<file path="src/common/tlc_pkg.sv">
/*
 * Constants for the thermal loop configuration register slice: register offsets,
 * reset values, field positions, conversion select codes and reading formats.
 * Assumes temperature readings arrive as unsigned 10-bit values in 0.25 degree steps.
 */
package tlc_pkg;

	// ----------------------------------------------------------------
	// register offsets
	// ----------------------------------------------------------------
	localparam logic [7:0] OFS_LOCAL_REMOTE1_HYST = 8'h6D;
	localparam logic [7:0] OFS_REMOTE2_HYST = 8'h6E;
	localparam logic [7:0] OFS_LOGIC_TREE_TEST = 8'h6F;
	localparam logic [7:0] OFS_REMOTE1_TEMP_OFS = 8'h70;
	localparam logic [7:0] OFS_LOCAL_TEMP_OFS = 8'h71;
	localparam logic [7:0] OFS_REMOTE2_TEMP_OFS = 8'h72;
	localparam logic [7:0] OFS_MEAS_CTRL_TWO = 8'h73;

	// ----------------------------------------------------------------
	// reset values
	// ----------------------------------------------------------------
	localparam logic [7:0] RST_LOCAL_REMOTE1_HYST = 8'h44;
	localparam logic [7:0] RST_REMOTE2_HYST = 8'h40;
	localparam logic [7:0] RST_LOGIC_TREE_TEST = 8'h00;
	localparam logic [7:0] RST_TEMP_OFS = 8'h00;
	localparam logic [7:0] RST_MEAS_CTRL_TWO = 8'h00;
	localparam logic [7:0] RD_UNMAPPED = 8'h00;

	// ----------------------------------------------------------------
	// field positions
	// ----------------------------------------------------------------
	localparam int LOCAL_HYST_LSB = 0;
	localparam int REMOTE_ONE_HYST_LSB = 4;
	localparam int REMOTE_TWO_HYST_LSB = 4;
	localparam int HYST_W = 4;
	localparam int LOGIC_TREE_TEST_ON_BIT = 0;
	localparam int FAN_PRESENCE_DETECT_ON_BIT = 0;
	localparam int FOUR_WIRE_SEEN_LSB = 1;
	localparam int AVERAGING_OFF_BIT = 4;
	localparam int ATTENUATOR_BYPASS_BIT = 5;
	localparam int SINGLE_CHANNEL_CONVERT_BIT = 6;
	localparam int POWER_DOWN_REQUEST_BIT = 7;

	// ----------------------------------------------------------------
	// single-channel conversion select codes
	// ----------------------------------------------------------------
	localparam logic [2:0] SEL_CORE_VOLTAGE = 3'h1;
	localparam logic [2:0] SEL_SUPPLY_VOLTAGE = 3'h2;
	localparam logic [2:0] SEL_REMOTE_ONE = 3'h5;
	localparam logic [2:0] SEL_LOCAL = 3'h6;
	localparam logic [2:0] SEL_REMOTE_TWO = 3'h7;

	// ----------------------------------------------------------------
	// reading format: quarter degrees; offset step is half a degree
	// ----------------------------------------------------------------
	localparam int READ_W = 10;
	localparam int DEG_SHIFT = 2;
	localparam int OFFSET_SHIFT = 1;
	localparam logic [9:0] READ_MAX = 10'h3FF;

endpackage : tlc_pkg

</file>
<file path="src/hdl/tlc_channel_loop.sv">
/*
 * One temperature channel: applies the signed offset with saturation, then runs the
 * fan-start hysteresis and critical-limit hysteresis state for that channel.
 * Assumes threshold and limit inputs are whole degrees and held stable by their owner.
 */
module tlc_channel_loop (
	input wire logic clk_i, // core clock
	input wire logic srst_i, // synchronous reset, active high
	input wire logic [9:0] reading_i, // raw reading, quarter degrees
	input wire logic [7:0] offset_i, // two's complement, half degrees
	input wire logic [3:0] hyst_i, // hysteresis, whole degrees
	input wire logic [7:0] start_thr_i, // fan start threshold, whole degrees
	input wire logic [7:0] crit_lim_i, // critical limit, whole degrees
	output logic [9:0] corr_o, // corrected reading
	output logic run_o, // fan allowed to run
	output logic min_hold_o, // held at minimum duty in hysteresis band
	output logic crit_o // critical full drive for this channel
);

	logic signed [11:0] sum;
	logic [9:0] nxt_corr;
	logic [9:0] thr_q;
	logic [9:0] lim_q;
	logic [9:0] hyst_q;
	logic [9:0] thr_low;
	logic [9:0] lim_low;
	logic [9:0] corr_ff;
	logic run_ff;
	logic crit_ff;

	// ----------------------------------------------------------------
	// offset correction
	// ----------------------------------------------------------------
	// clamp instead of wrap: a wrapped reading would read hot as cold
	always_comb begin
		sum = $signed({2'b00, reading_i}) + $signed({{3{offset_i[7]}}, offset_i, 1'b0}); // [RULE8] [RULE9] [RULE10]
		if (sum < 0) begin
			nxt_corr = 10'h000; // [RULE19]
		end else if (sum > $signed({2'b00, tlc_pkg::READ_MAX})) begin
			nxt_corr = tlc_pkg::READ_MAX; // [RULE19]
		end else begin
			nxt_corr = sum[9:0];
		end
	end

	always_ff @(posedge clk_i) begin
		if (srst_i) begin
			corr_ff <= 10'h000;
		end else begin
			corr_ff <= nxt_corr;
		end
	end

	// ----------------------------------------------------------------
	// hysteresis thresholds
	// ----------------------------------------------------------------
	always_comb begin
		thr_q = {start_thr_i, 2'b00};
		lim_q = {crit_lim_i, 2'b00};
		hyst_q = {4'h0, hyst_i, 2'b00};
		thr_low = (thr_q > hyst_q) ? thr_q - hyst_q : 10'h000;
		lim_low = (lim_q > hyst_q) ? lim_q - hyst_q : 10'h000;
	end

	always_ff @(posedge clk_i) begin
		if (srst_i) begin
			run_ff <= 1'b0;
		end else if (corr_ff > thr_q) begin
			run_ff <= 1'b1;
		end else if (corr_ff <= thr_low) begin
			run_ff <= 1'b0; // [RULE3]
		end
	end

	always_ff @(posedge clk_i) begin
		if (srst_i) begin
			crit_ff <= 1'b0;
		end else if (corr_ff > lim_q) begin
			crit_ff <= 1'b1; // [RULE4]
		end else if (corr_ff < lim_low) begin
			crit_ff <= 1'b0; // [RULE4]
		end
	end

	assign corr_o = corr_ff;
	assign run_o = run_ff;
	assign min_hold_o = run_ff && (corr_ff <= thr_q); // [RULE3]
	assign crit_o = crit_ff;

	// ----------------------------------------------------------------
	// checks
	// ----------------------------------------------------------------
	chk_corr_no_wrap: assert property (@(posedge clk_i) disable iff (srst_i) // [RULE19]
		(reading_i == tlc_pkg::READ_MAX && !offset_i[7]) |=> corr_ff == tlc_pkg::READ_MAX)
		else $error("corrected reading wrapped at the top");
	chk_run_band_hold: assert property (@(posedge clk_i) disable iff (srst_i) // [RULE3]
		(run_ff && corr_ff > thr_low && $stable(thr_q) && $stable(hyst_q)) |=> run_ff)
		else $error("fan stopped inside hysteresis band");
	chk_crit_release: assert property (@(posedge clk_i) disable iff (srst_i) // [RULE4]
		(crit_ff && corr_ff >= lim_low && corr_ff <= lim_q) |=> crit_ff)
		else $error("critical drive released early");

endmodule : tlc_channel_loop

</file>
<file path="src/hdl/tlc_thermal_loop_config_regs.sv">
/*
 * Thermal loop configuration registers: hysteresis, logic tree test enable, temperature
 * offsets and measurement control, plus the three channel hysteresis loops they steer.
 * Assumes a simple byte register port from the serial bus front end and a lock level
 * from the global configuration register; read data follows the address by one cycle.
 */
// Summary of operation
// RULE1 - hysteresis register holds local nibble low, remote one nibble high, 0-15 degrees
// RULE2 - second hysteresis register holds remote two hysteresis in its high nibble
// RULE3 - below start threshold fan stays at minimum duty until threshold minus hysteresis
// RULE4 - above critical limit drive full until below limit minus hysteresis
// RULE5 - software should keep every hysteresis at four degrees or more
// RULE6 - test bit zero set enters logic tree test; clearing it leaves
// RULE7 - software leaves the seven upper test register bits unwritten
// RULE8 - remote one offset, signed half degrees, added to remote one reading
// RULE9 - local offset, signed half degrees, added to local reading
// RULE10 - remote two offset, signed half degrees, added to remote two reading
// RULE11 - when lock is set all these registers ignore writes
// RULE12 - presence detect bit on makes bits three to one show four-wire fans
// RULE13 - fan detect bits are read-only, one when a four-wire fan is found
// RULE14 - averaging off bit stops measurement averaging
// RULE15 - attenuator bypass bit removes core voltage input attenuators
// RULE16 - single channel bit converts one selected input continuously
// RULE17 - select codes 1,2,5,6,7 pick inputs; 0,3,4 are reserved
// RULE18 - shutdown bit forces every pulse output to its fan-off level
// RULE19 - offsets applied before comparison, corrected reading saturates, never wraps
module tlc_thermal_loop_config_regs (
	input wire logic CORE_CLK_I, // core clock, 20 MHz
	input wire logic SRST_I, // synchronous reset, active high
	input wire logic [7:0] REG_ADDR_I, // register offset
	input wire logic REG_WR_EN_I, // write strobe, one cycle
	input wire logic [7:0] REG_WR_DATA_I, // write data
	output logic [7:0] REG_RD_DATA_O, // read data, one cycle after address
	input wire logic CFG_LOCK_I, // global configuration lock level
	input wire logic [9:0] TEMP_REMOTE_ONE_I, // raw remote one reading
	input wire logic [9:0] TEMP_LOCAL_I, // raw local reading
	input wire logic [9:0] TEMP_REMOTE_TWO_I, // raw remote two reading
	input wire logic [7:0] START_THR_REMOTE_ONE_I, // remote one fan start threshold
	input wire logic [7:0] START_THR_LOCAL_I, // local fan start threshold
	input wire logic [7:0] START_THR_REMOTE_TWO_I, // remote two fan start threshold
	input wire logic [7:0] CRIT_LIM_REMOTE_ONE_I, // remote one critical limit
	input wire logic [7:0] CRIT_LIM_LOCAL_I, // local critical limit
	input wire logic [7:0] CRIT_LIM_REMOTE_TWO_I, // remote two critical limit
	input wire logic [2:0] SINGLE_CHANNEL_CONVERT_SELECT_I, // single channel select field
	input wire logic [2:0] FOUR_WIRE_SENSE_I, // raw four-wire fan sense per output
	input wire logic OUTPUT_POLARITY_FLIP_I, // pulse output polarity inverted
	output logic [9:0] TEMP_REMOTE_ONE_CORR_O, // corrected remote one reading
	output logic [9:0] TEMP_LOCAL_CORR_O, // corrected local reading
	output logic [9:0] TEMP_REMOTE_TWO_CORR_O, // corrected remote two reading
	output logic [2:0] FAN_RUN_O, // per channel fan may run
	output logic [2:0] MIN_DUTY_HOLD_O, // per channel held at minimum duty
	output logic [2:0] CRIT_CH_O, // per channel critical state
	output logic CRIT_FULL_DRIVE_O, // drive outputs at full duty
	output logic LOGIC_TREE_TEST_ON_O, // logic tree test mode
	output logic AVERAGING_OFF_O, // averaging disabled
	output logic ATTENUATOR_BYPASS_O, // core voltage attenuators removed
	output logic SINGLE_CHANNEL_CONVERT_O, // single channel conversion
	output logic [2:0] SINGLE_CHANNEL_CONVERT_CHANNEL_O, // selected conversion input
	output logic SINGLE_CHANNEL_CONVERT_CHANNEL_VALID_O, // select code is not reserved
	output logic POWER_DOWN_REQUEST_O, // shutdown mode
	output logic PWM_FORCE_OFF_O, // force pulse outputs to fan-off level
	output logic PWM_OFF_LEVEL_O // fan-off level of pulse outputs
);

	logic [7:0] hyst_lr1_ff;
	logic [7:0] hyst_r2_ff;
	logic test_on_ff;
	logic [7:0] ofs_ff [3];
	logic presence_on_ff;
	logic [3:0] ctrl_hi_ff;
	logic [2:0] seen_ff;
	logic [2:0] single_channel_convert_ch_ff;
	logic single_channel_convert_valid_ff;
	logic [7:0] rd_data_ff;
	logic [7:0] nxt_rd_data;
	logic [7:0] ctrl_view;
	logic wr_ok;
	logic [9:0] reading [3];
	logic [7:0] start_thr [3];
	logic [7:0] crit_lim [3];
	logic [3:0] hyst [3];
	logic [9:0] corr [3];

	// ----------------------------------------------------------------
	// register writes
	// ----------------------------------------------------------------
	// lock is a level from outside; once high every write here is dropped
	assign wr_ok = REG_WR_EN_I && !CFG_LOCK_I; // [RULE11]

	always_ff @(posedge CORE_CLK_I) begin
		if (SRST_I) begin
			hyst_lr1_ff <= tlc_pkg::RST_LOCAL_REMOTE1_HYST;
		end else if (wr_ok && REG_ADDR_I == tlc_pkg::OFS_LOCAL_REMOTE1_HYST) begin
			hyst_lr1_ff <= REG_WR_DATA_I; // [RULE1]
		end
	end

	always_ff @(posedge CORE_CLK_I) begin
		if (SRST_I) begin
			hyst_r2_ff <= tlc_pkg::RST_REMOTE2_HYST;
		end else if (wr_ok && REG_ADDR_I == tlc_pkg::OFS_REMOTE2_HYST) begin
			hyst_r2_ff <= REG_WR_DATA_I; // [RULE2]
		end
	end

	// upper test bits are not stored, so a stray write cannot reach anything
	always_ff @(posedge CORE_CLK_I) begin
		if (SRST_I) begin
			test_on_ff <= tlc_pkg::RST_LOGIC_TREE_TEST[tlc_pkg::LOGIC_TREE_TEST_ON_BIT];
		end else if (wr_ok && REG_ADDR_I == tlc_pkg::OFS_LOGIC_TREE_TEST) begin
			test_on_ff <= REG_WR_DATA_I[tlc_pkg::LOGIC_TREE_TEST_ON_BIT]; // [RULE6] [RULE7]
		end
	end

	always_ff @(posedge CORE_CLK_I) begin
		if (SRST_I) begin
			ofs_ff[0] <= tlc_pkg::RST_TEMP_OFS;
			ofs_ff[1] <= tlc_pkg::RST_TEMP_OFS;
			ofs_ff[2] <= tlc_pkg::RST_TEMP_OFS;
		end else if (wr_ok) begin
			if (REG_ADDR_I == tlc_pkg::OFS_REMOTE1_TEMP_OFS) begin
				ofs_ff[0] <= REG_WR_DATA_I; // [RULE8]
			end
			if (REG_ADDR_I == tlc_pkg::OFS_LOCAL_TEMP_OFS) begin
				ofs_ff[1] <= REG_WR_DATA_I; // [RULE9]
			end
			if (REG_ADDR_I == tlc_pkg::OFS_REMOTE2_TEMP_OFS) begin
				ofs_ff[2] <= REG_WR_DATA_I; // [RULE10]
			end
		end
	end

	// detect bits 3:1 are not writable, so only bit 0 and bits 7:4 are stored
	always_ff @(posedge CORE_CLK_I) begin
		if (SRST_I) begin
			presence_on_ff <= tlc_pkg::RST_MEAS_CTRL_TWO[tlc_pkg::FAN_PRESENCE_DETECT_ON_BIT];
			ctrl_hi_ff <= tlc_pkg::RST_MEAS_CTRL_TWO[7:4];
		end else if (wr_ok && REG_ADDR_I == tlc_pkg::OFS_MEAS_CTRL_TWO) begin
			presence_on_ff <= REG_WR_DATA_I[tlc_pkg::FAN_PRESENCE_DETECT_ON_BIT]; // [RULE12]
			ctrl_hi_ff <= REG_WR_DATA_I[7:4]; // [RULE13]
		end
	end

	// ----------------------------------------------------------------
	// fan detect and conversion select
	// ----------------------------------------------------------------
	always_ff @(posedge CORE_CLK_I) begin
		if (SRST_I) begin
			seen_ff <= 3'h0;
		end else begin
			seen_ff <= presence_on_ff ? FOUR_WIRE_SENSE_I : 3'h0; // [RULE12] [RULE13]
		end
	end

	// reserved codes keep the previous input rather than inventing one
	always_ff @(posedge CORE_CLK_I) begin
		if (SRST_I) begin
			single_channel_convert_ch_ff <= tlc_pkg::SEL_CORE_VOLTAGE;
			single_channel_convert_valid_ff <= 1'b0;
		end else begin
			unique case (SINGLE_CHANNEL_CONVERT_SELECT_I)
				tlc_pkg::SEL_CORE_VOLTAGE, tlc_pkg::SEL_SUPPLY_VOLTAGE,
				tlc_pkg::SEL_REMOTE_ONE, tlc_pkg::SEL_LOCAL, tlc_pkg::SEL_REMOTE_TWO: begin
					single_channel_convert_ch_ff <= SINGLE_CHANNEL_CONVERT_SELECT_I; // [RULE17]
					single_channel_convert_valid_ff <= 1'b1;
				end
				default: begin
					single_channel_convert_valid_ff <= 1'b0; // [RULE17]
				end
			endcase
		end
	end

	// ----------------------------------------------------------------
	// read path
	// ----------------------------------------------------------------
	assign ctrl_view = {ctrl_hi_ff, seen_ff, presence_on_ff};

	always_comb begin
		nxt_rd_data = tlc_pkg::RD_UNMAPPED;
		unique case (REG_ADDR_I)
			tlc_pkg::OFS_LOCAL_REMOTE1_HYST: nxt_rd_data = hyst_lr1_ff;
			tlc_pkg::OFS_REMOTE2_HYST: nxt_rd_data = hyst_r2_ff;
			tlc_pkg::OFS_LOGIC_TREE_TEST: nxt_rd_data = {7'h00, test_on_ff};
			tlc_pkg::OFS_REMOTE1_TEMP_OFS: nxt_rd_data = ofs_ff[0];
			tlc_pkg::OFS_LOCAL_TEMP_OFS: nxt_rd_data = ofs_ff[1];
			tlc_pkg::OFS_REMOTE2_TEMP_OFS: nxt_rd_data = ofs_ff[2];
			tlc_pkg::OFS_MEAS_CTRL_TWO: nxt_rd_data = ctrl_view;
			default: nxt_rd_data = tlc_pkg::RD_UNMAPPED;
		endcase
	end

	always_ff @(posedge CORE_CLK_I) begin
		if (SRST_I) begin
			rd_data_ff <= 8'h00;
		end else begin
			rd_data_ff <= nxt_rd_data;
		end
	end

	assign REG_RD_DATA_O = rd_data_ff;

	// ----------------------------------------------------------------
	// channel loops: index 0 remote one, 1 local, 2 remote two
	// ----------------------------------------------------------------
	assign reading[0] = TEMP_REMOTE_ONE_I;
	assign reading[1] = TEMP_LOCAL_I;
	assign reading[2] = TEMP_REMOTE_TWO_I;
	assign start_thr[0] = START_THR_REMOTE_ONE_I;
	assign start_thr[1] = START_THR_LOCAL_I;
	assign start_thr[2] = START_THR_REMOTE_TWO_I;
	assign crit_lim[0] = CRIT_LIM_REMOTE_ONE_I;
	assign crit_lim[1] = CRIT_LIM_LOCAL_I;
	assign crit_lim[2] = CRIT_LIM_REMOTE_TWO_I;
	assign hyst[0] = hyst_lr1_ff[tlc_pkg::REMOTE_ONE_HYST_LSB +: tlc_pkg::HYST_W]; // [RULE1]
	assign hyst[1] = hyst_lr1_ff[tlc_pkg::LOCAL_HYST_LSB +: tlc_pkg::HYST_W]; // [RULE1]
	assign hyst[2] = hyst_r2_ff[tlc_pkg::REMOTE_TWO_HYST_LSB +: tlc_pkg::HYST_W]; // [RULE2]

	for (genvar ch = 0; ch < 3; ch++) begin : g_loop
		tlc_channel_loop u_loop (
			.clk_i(CORE_CLK_I),
			.srst_i(SRST_I),
			.reading_i(reading[ch]),
			.offset_i(ofs_ff[ch]),
			.hyst_i(hyst[ch]),
			.start_thr_i(start_thr[ch]),
			.crit_lim_i(crit_lim[ch]),
			.corr_o(corr[ch]),
			.run_o(FAN_RUN_O[ch]),
			.min_hold_o(MIN_DUTY_HOLD_O[ch]),
			.crit_o(CRIT_CH_O[ch])
		);
	end

	assign TEMP_REMOTE_ONE_CORR_O = corr[0];
	assign TEMP_LOCAL_CORR_O = corr[1];
	assign TEMP_REMOTE_TWO_CORR_O = corr[2];

	// ----------------------------------------------------------------
	// mode outputs
	// ----------------------------------------------------------------
	// shutdown outranks the critical full drive: the fans are meant to be off
	assign CRIT_FULL_DRIVE_O = (|CRIT_CH_O) && !POWER_DOWN_REQUEST_O; // [RULE4]
	assign LOGIC_TREE_TEST_ON_O = test_on_ff; // [RULE6]
	assign AVERAGING_OFF_O = ctrl_hi_ff[tlc_pkg::AVERAGING_OFF_BIT - 4]; // [RULE14]
	assign ATTENUATOR_BYPASS_O = ctrl_hi_ff[tlc_pkg::ATTENUATOR_BYPASS_BIT - 4]; // [RULE15]
	assign SINGLE_CHANNEL_CONVERT_O = ctrl_hi_ff[tlc_pkg::SINGLE_CHANNEL_CONVERT_BIT - 4]; // [RULE16]
	assign SINGLE_CHANNEL_CONVERT_CHANNEL_O = single_channel_convert_ch_ff; // [RULE17]
	assign SINGLE_CHANNEL_CONVERT_CHANNEL_VALID_O = single_channel_convert_valid_ff;
	assign POWER_DOWN_REQUEST_O = ctrl_hi_ff[tlc_pkg::POWER_DOWN_REQUEST_BIT - 4]; // [RULE18]
	assign PWM_FORCE_OFF_O = POWER_DOWN_REQUEST_O; // [RULE18]
	assign PWM_OFF_LEVEL_O = OUTPUT_POLARITY_FLIP_I; // [RULE18]

	// ----------------------------------------------------------------
	// checks
	// ----------------------------------------------------------------
	chk_lock_blocks_write: assert property (@(posedge CORE_CLK_I) disable iff (SRST_I) // [RULE11]
		CFG_LOCK_I |=> ($stable(hyst_lr1_ff) && $stable(hyst_r2_ff) && $stable(test_on_ff)
			&& $stable(ofs_ff[0]) && $stable(ofs_ff[1]) && $stable(ofs_ff[2])
			&& $stable(ctrl_hi_ff) && $stable(presence_on_ff)))
		else $error("locked register changed");
	chk_hyst_write_read: assert property (@(posedge CORE_CLK_I) disable iff (SRST_I) // [RULE1]
		(REG_WR_EN_I && !CFG_LOCK_I && REG_ADDR_I == tlc_pkg::OFS_LOCAL_REMOTE1_HYST)
		|=> hyst_lr1_ff == $past(REG_WR_DATA_I))
		else $error("hysteresis write not stored");
	chk_test_mode_bit: assert property (@(posedge CORE_CLK_I) disable iff (SRST_I) // [RULE6]
		(REG_WR_EN_I && !CFG_LOCK_I && REG_ADDR_I == tlc_pkg::OFS_LOGIC_TREE_TEST)
		|=> LOGIC_TREE_TEST_ON_O == $past(REG_WR_DATA_I[0]))
		else $error("test mode did not follow bit 0");
	chk_detect_hidden: assert property (@(posedge CORE_CLK_I) disable iff (SRST_I) // [RULE12]
		(!presence_on_ff ##1 !presence_on_ff) |-> seen_ff == 3'h0)
		else $error("fan detect shown while detection off");
	chk_detect_mirror: assert property (@(posedge CORE_CLK_I) disable iff (SRST_I) // [RULE13]
		presence_on_ff |=> seen_ff == $past(FOUR_WIRE_SENSE_I))
		else $error("fan detect bits do not follow sense");
	chk_read_ctrl: assert property (@(posedge CORE_CLK_I) disable iff (SRST_I) // [RULE13]
		REG_ADDR_I == tlc_pkg::OFS_MEAS_CTRL_TWO |=> REG_RD_DATA_O == $past(ctrl_view))
		else $error("control register read mismatch");
	chk_shutdown_off: assert property (@(posedge CORE_CLK_I) disable iff (SRST_I) // [RULE18]
		POWER_DOWN_REQUEST_O |-> (PWM_FORCE_OFF_O && !CRIT_FULL_DRIVE_O
			&& PWM_OFF_LEVEL_O == OUTPUT_POLARITY_FLIP_I))
		else $error("shutdown did not force fans off");
	chk_reserved_sel: assert property (@(posedge CORE_CLK_I) disable iff (SRST_I) // [RULE17]
		(SINGLE_CHANNEL_CONVERT_SELECT_I == 3'h0 || SINGLE_CHANNEL_CONVERT_SELECT_I == 3'h3 || SINGLE_CHANNEL_CONVERT_SELECT_I == 3'h4)
		|=> (!SINGLE_CHANNEL_CONVERT_CHANNEL_VALID_O && $stable(SINGLE_CHANNEL_CONVERT_CHANNEL_O)))
		else $error("reserved select code accepted");
	chk_ctrl_modes: assert property (@(posedge CORE_CLK_I) disable iff (SRST_I) // [RULE16]
		(REG_WR_EN_I && !CFG_LOCK_I && REG_ADDR_I == tlc_pkg::OFS_MEAS_CTRL_TWO)
		|=> (SINGLE_CHANNEL_CONVERT_O == $past(REG_WR_DATA_I[6])
			&& AVERAGING_OFF_O == $past(REG_WR_DATA_I[4])
			&& ATTENUATOR_BYPASS_O == $past(REG_WR_DATA_I[5])))
		else $error("control mode bits not applied");

endmodule : tlc_thermal_loop_config_regs

</file>
<file path="config.mk">
export PLATFORM = sky130hd
export DESIGN_NAME = tlc_thermal_loop_config_regs
export DESIGN_NICKNAME = d
export VERILOG_FILES = /design/src/common/tlc_pkg.sv /design/src/hdl/tlc_channel_loop.sv /design/src/hdl/tlc_thermal_loop_config_regs.sv
export SDC_FILE = /design/constraint.sdc
export NUM_CORES = 1
export LEC_CHECK = 0
export BUFFER_PORTS_ARGS = -buffer_cell sky130_fd_sc_hd__buf_2
export CORE_UTILIZATION = 62
export CTS_CLUSTER_DIAMETER = 60
export DETAILED_ROUTE_END_ITERATION = 12
export PLACE_DENSITY_LB_ADDON = 0.05
export SYNTH_ARGS = -nofsm -noshare
export SYNTH_HDL_FRONTEND = slang
export SYNTH_SLANG_ARGS = --single-unit
</file>
<file path="constraint.sdc">
create_clock -name CORE_CLK_I -period 5.3 [get_ports CORE_CLK_I]
set_input_delay 0.53 -clock CORE_CLK_I [delete_from_list [all_inputs] [get_ports CORE_CLK_I]]
set_output_delay 0.53 -clock CORE_CLK_I [all_outputs]
set_load 0.01 [all_outputs]
</file>
* Word-level counts from Yosys, hierarchy flattened
Memory sizes are Yosys's and may differ from the RTL's.
Index checks and enable logic that the tools add are counted.
** Word-level totals
- Flip-flop bits (word level) :: 73
- Bits in latches :: 0
- Memory bits (writable) :: 24
- Bits in read-only memories :: 0
- Bits of input ports :: 105
- Logic and storage cells :: 134
- Memories kept :: 1
** Memories
- ofs_ff :: depth 3, bits a word 8, rd ports 3, clocked after Yosys merged registers in 0, write ports 3, RTL line tlc_thermal_loop_config_regs.sv:68 : logic [7:0] ofs_ff [3];
** Cells by class
- Add/sub/neg operators :: 9
- Multipliers :: 0
- Div/mod/pow operators :: 0
- Magnitude comparators :: 27
- Equality and inequality tests :: 12
- Shift operators :: 0
- Multiplexer cells :: 40
- Bitwise gates (word level) :: 4
- Reduce and logical (&&, ||, !) cells :: 23
** Operators by type and width (count)
- 2-to-1 mux 10 bit :: 9
- greater-than comparator 10 bit :: 6
- greater-than comparator 10 x 6 -> 1 bit :: 6
- <= comparator 10 bit :: 6
- subtractor 10 x 6 -> 10 bit :: 6
- == test 8 x 7 -> 1 bit, second input constant :: 7
- one-hot mux 8 bit (7 select lines) :: 1
- adder 11 x 9 -> 12 bit :: 3
- greater-than comparator 12 x 11 -> 1 bit, second input constant :: 3
- < comparator 12 x 1 -> 1 bit, second input constant :: 3
- < comparator 10 bit :: 3
- 2-to-1 mux 1 bit :: 27
- 2-to-1 mux 8 bit :: 3
- nonzero test 2 bit :: 6
- == test 3 bit, second input constant :: 3
- logical AND 1 bit :: 9
- OR reduction 2 bit :: 4
- OR reduction 5 bit :: 1
- == test 3 x 1 -> 1 bit, second input constant :: 1
- == test 3 x 2 -> 1 bit, second input constant :: 1
- bitwise OR 1 bit :: 3
- OR reduction 3 bit :: 1
- logical NOT 1 bit :: 2
- NOT 1 bit :: 1

* Logic depth before layout (Yosys ltp)
- Depth in word-level cells :: 6
- Gate-level depth with buffers :: 17

* Cells and area by module
Synthesis repeated with hierarchy kept, for this count alone.
** Unflattened totals
- Cell total of the unflattened synthesis :: 1000
- Area total of the unflattened synthesis :: 8823.5 um2
** Modules (own cells, without submodules)
- tlc_channel_loop (g_loop[0].u_loop ...) :: times used 2, cells each 254, area each 2043.2 um2
- tlc_thermal_loop_config_regs :: times used 1, cells each 236, area each 2663.8 um2
- tlc_channel_loop (g_loop[1].u_loop) :: times used 1, cells each 256, area each 2073.2 um2

* Least setup slack after synthesis
OpenSTA, ideal clock, no wires.
- Path kind :: input port to flip-flop
- From :: input START_THR_REMOTE_ONE_I[0]
- To :: register g_loop[0].u_loop.run_ff
- Setup time :: 0.116 ns
- Data arrival time :: 3.025 ns
- Setup slack :: 2.158 ns
- Stages on the path :: 15
- Buffers on the path :: 0
- Cell sequence :: inv_1 ha_1 fa_1 nor2b_1 o21ai_0 nand2b_1 a211o_1 nand2b_1 ha_1 nor2b_1 o21a_1 o21a_1 o21a_1 o31a_1 a31o_2
** Between the ends
- Word-level cells in the longest chain between the ends :: 4
** RTL lines
- start: declaration :: RTL line tlc_thermal_loop_config_regs.sv:38 : input wire logic [7:0] START_THR_REMOTE_ONE_I,
- subtractor 10 x 6 -> 10 bit / greater-than comparator 10 x 6 -> 1 bit (equally long branches) :: RTL line tlc_channel_loop.sv:61 : thr_low = (thr_q > hyst_q) ? thr_q - hyst_q : 10'h000;
- 2-to-1 mux 10 bit :: RTL line tlc_channel_loop.sv:61
- <= comparator 10 bit :: RTL line tlc_channel_loop.sv:70 : end else if (corr_ff <= thr_low) begin
- nonzero test 2 bit (no line)
- end signal: assignment :: RTL line tlc_channel_loop.sv:67 : run_ff <= 1'b0;
- end signal: assignment :: RTL line tlc_channel_loop.sv:69 : run_ff <= 1'b1;
- end signal: assignment :: RTL line tlc_channel_loop.sv:71 : run_ff <= 1'b0;
- end: declaration :: RTL line tlc_channel_loop.sv:28 : logic run_ff;
Several ways; a longest one is shown, not always the timed one.
A chain may end at the register's enable or synchronous reset.

* Worst setup path in the final report
- From :: register hyst_lr1_ff[5]
- To :: register g_loop[0].u_loop.run_ff
** Between the ends
- Word-level cells in the longest chain between the ends :: 4
** RTL lines
- start: declaration :: RTL line tlc_thermal_loop_config_regs.sv:65 : logic [7:0] hyst_lr1_ff;
- start signal: assignment :: RTL line tlc_thermal_loop_config_regs.sv:92 : hyst_lr1_ff <= tlc_pkg::RST_LOCAL_REMOTE1_HYST;
- subtractor 10 x 6 -> 10 bit / greater-than comparator 10 x 6 -> 1 bit (equally long branches) :: RTL line tlc_channel_loop.sv:61
- 2-to-1 mux 10 bit * :: RTL line tlc_channel_loop.sv:61
- <= comparator 10 bit * :: RTL line tlc_channel_loop.sv:70
- nonzero test 2 bit (no line) *
Every way passes the cells marked *; elsewhere a longest branch is shown, timed or not.

==> metrics <==
status completed; initial core utilization 63.23%; PostCTS Resize Cnt 0; Peak supply drop between 0.2 and 0.25 mV; Adder-Cell Fraction of Synth Area between 20 and 25%; area delta synth->final 14.21%; post-synthesis mux area share 4.966%; Die X around 120 µm; Clk Latency, worst-skew pair between 300 and 400 ps; Cell Area, Synth roughly 8700 µm²; RSZ-0062 raised after global routing no; DRT Wirelength between 20,000 and 25,000 µm; CP Capture Point g_loop[0].u_loop.run_o$_SDFFE_PP0P_; critical path's largest stage delay 560 ps; H-tree depth 3; post-synthesis net count 1,257; Synth top area share a little over a fifth; GRT overflow 0; row cnt 43; Netlist cell types between 70 and 80; Max Fclk 0.2957 GHz; setup total negative slack 0 ps; Die H about 120 µm; crit path kind reg -> reg; Iter 0 DRT Violations 532; Power Density ~220 nW/µm²; Rel. slew slack a little under two fifths; cell taking the most area after synthesis ha_1; Compound-Gate Fraction of Synth Area 20.11%; worst hold path class in -> reg; Post-Route Skew just over 8 ps; NetSw around 0.00074 W; Reg2Reg Launch Point hyst_lr1_ff[5]$_SDFFE_PP0P_; Reg-to-Reg End g_loop[0].u_loop.run_o$_SDFFE_PP0P_; antenna violations before repair 1; DR pass1 iterations 5; share of layout cells above drive strength 1 18.01%; Worst Reg2Reg Path Length in Cells 14; via count between 7k and 8k; GRT Resource Usage Total 31.18%; Final #Nets roughly 1.4k; minimum clock period ~3400 ps; Clock transition at path regs about 80 ps; DRC Markers 0; Final Max Slew Viols 0; gpl congestion ~0.94; Synth Area in Simple Gates between 10% and 20%; largest net degree at the start of global routing 40; endpoints failing setup 0; postcts setup bufs 0; P_leak roughly 4.8 nW; DR vias/cell approximately 5.9; slowest CP cell a2111oi_0; reg2reg setup slack approximately 1900 ps; CTS Buf Count 9; Combinational Power Share a little under a third; sequential share of power between 30 and 40%; crit path DAT about 3600 ps; yosys warns 0; Sw Share approximately a third; # hold bufs at CTS 0; Cell Chain, Critical Path inv_1, ha_1, nor2b_1, o21ai_0, nand2b_1, a2111oi_0, xnor2_1, nand2_1, ha_1, a211o_1, o22ai_1, nor4b_1, o31a_1, a31o_2; Critical Path Sink Type register; Die ar. between 10,000 and 15,000 µm²; CTS Buffer Depth 2; IO buf count around 160; Post-synth top flop dfxtp_1; core footprint 13,830 µm²; CTS tree built; Final Hold Viols 0; Tcrit/Tclk final 63.80%; synth cell count leaders ha_1 (148), inv_1 (86), nor2_1 (86), a21oi_1 (78), dfxtp_1 (73); Worst Path Max Fanout 4; Placed Instance Area approximately 9700 µm²; hpwl dp around 18,000 µm; cell-internal power between 0.001 and 0.0015 W; post-synthesis xor/xnor area fraction 4.208%; WHS Path Cells 2; # Max-Cap Violations 0; largest family of logic cells by synthesized area adder cells; Clock Sink Count a little under 100; cell mode on critical path ha_1; Synth area leaders ha_1 (21%), dfxtp_1 (17%), edfxtp_1 (8.2%), a21oi_1 (4.5%), inv_1 (3.7%); most frequent cell after synthesis ha_1; syn_area_per_cell between 8 and 9 µm²; post-synthesis sequential area ratio roughly a quarter; crit path from hyst_lr1_ff[5]$_SDFFE_PP0P_; FFs w/ async S/R, synth 0%; Startpoint Class register; Seq cells post-synth 97; clock root buffer clkbuf_16; average routed wire per standard cell roughly 17 µm; cell count after synthesis 995; I/O Pins roughly 160; design area 9985 µm²; Tightest Pin Transition between 900 and 1000 ps; vias in the first global route approximately 7.4k; Post-DRT Antenna Nets 0; power share of the clock group between 20 and 30%; Req. time, crit path approximately 5500 ps; first-pass GRT wire length 35,860 µm; count of flip-flops with a built-in enable after synthesis 24
==> cells by family (layout without fill, tap and decap cells) <==
logic type / after synthesis / after routing
other: 0 / 2
and+or+nand+nor: 289 / 289
xor gates and xnor gates: 42 / 42
AOI/OAI and AO/OA: 264 / 264
muxes: 37 / 37
DFF: 97 / 97
buffers and inverters: 109 / 269
adders and majority gates: 157 / 157
==> layout by cell type, fill, tap and decap left out, types with 12 or more instances in the layout <==
cell / netlist / routed
o22ai_1: 15 / 15
and2_1: 16 / 16
a21o_1: 22 / 22
dfxtp_1: 73 / 73
nor2b_1: 26 / 26
xnor2_1: 29 / 29
nand2_1: 55 / 55
nand2b_1: 17 / 17
mux2i_1: 31 / 31
a21oi_1: 78 / 78
edfxtp_1: 24 / 24
nand3_1: 23 / 23
nor3_1: 12 / 12
xor2_1: 13 / 13
ha_1: 148 / 148
buf_2: 2 / 161
o21a_1: 24 / 24
nand4_1: 19 / 19
inv_1: 86 / 86
o21ai_0: 40 / 40
nor2_1: 86 / 86
==> worst max-delay path, delay by kind of cell, from the launching register on <==
kind                       cells  cell delay, ps
and+or+nand+nor                4             400
buffers and inverters          1             150
AOI/OAI and AO/OA              6            1520
DFF                            1             390
xor gates and xnor gates       1             180
adders and majority gates      2             630
==> power groups by stage <==
stage	clock network [W]	logic, W	registers [W]
after global placement	0	0.000657	0.000877
after CTS	0.000645	0.000675	0.000860
after detailed placement	0	0.000669	0.000877
after floorplan	0	0.000474	0.000861
after global routing	0.000675	0.000768	0.000864
final	0.000642	0.000677	0.000861
==> metal layers <==
metal | GRT usage [%] | vias up | share of wire, %
met5 | 0 | - | 0
met1 | 40.87 | 3689 | 45
met2 | 53.84 | 240 | 48
met3 | 3.491 | 49 | 5.3
met4 | 9.182 | 0 | 2.4
li1 | - | 3967 | -
==> how the worst min path moves through the flow <==
| stage | startpoint | end | slack (ps) |
|---|---|---|---|
| after floorplan | g_loop[1].u_loop.crit_o$_SDFFE_PP0P_ | g_loop[1].u_loop.crit_o$_SDFFE_PP0P_ | 450 |
| after global placement | SINGLE_CHANNEL_CONVERT_CHANNEL_O[2]$_SDFFE_PP0P_ | SINGLE_CHANNEL_CONVERT_CHANNEL_O[2]$_SDFFE_PP0P_ | 460 |
| after detailed placement | SINGLE_CHANNEL_CONVERT_CHANNEL_O[2]$_SDFFE_PP0P_ | SINGLE_CHANNEL_CONVERT_CHANNEL_O[2]$_SDFFE_PP0P_ | 470 |
| after CTS | FOUR_WIRE_SENSE_I[1] | seen_ff[1]$_SDFF_PP0_ | 400 |
| after global routing | FOUR_WIRE_SENSE_I[1] | seen_ff[1]$_SDFF_PP0_ | 410 |
| final | FOUR_WIRE_SENSE_I[1] | seen_ff[1]$_SDFF_PP0_ | 400 |
==> layout make-up <==
class | count | area, µm²
inverters | 87 | 326.6
well taps | 180 | 225.2
flip-flops and latches | 97 | 2182
clock inverters | 7 | 72.57
clock buffers | 9 | 225.2
multi-input cells | 789 | 6105
diodes | 2 | 5.005
repair buffers | 166 | 843.3
fillers | 1186 | 3842
==> sequential cells by signal, indices dropped and copies added (netlist names) <==
signal                                  cells
hyst_r2_ff                                  8
g_loop.u_loop.run_o                         3
seen_ff                                     3
ofs_ff                                     24
g_loop.u_loop.crit_o                        3
SINGLE_CHANNEL_CONVERT_CHANNEL_O            3
SINGLE_CHANNEL_CONVERT_CHANNEL_VALID_O      1
g_loop.u_loop.corr_o                       30
hyst_lr1_ff                                 8
REG_RD_DATA_O                               8
ctrl_hi_ff                                  4
LOGIC_TREE_TEST_ON_O                        1
presence_on_ff                              1
==> metrics by stage <==
| stage | std cells | utilization (%) | worst slack, ps | hold WS (ps) | total power (W) |
|---|---|---|---|---|---|
| after floorplan | 995 | - | 2158 | 449.4 | 0.001335 |
| after global routing | 1336 | 72.19 | 1647 | 406.8 | 0.002308 |
| after detailed placement | 1319 | 70.02 | 1845 | 469.5 | 0.001546 |
| final | 1337 | 72.21 | 1918 | 401.2 | 0.002180 |
| after global placement | 1319 | 70.02 | 1914 | 459.8 | 0.001534 |
| after CTS | 1335 | 72.17 | 1924 | 398.6 | 0.002181 |
No activity file was read; power rests on OpenSTA's default activity.
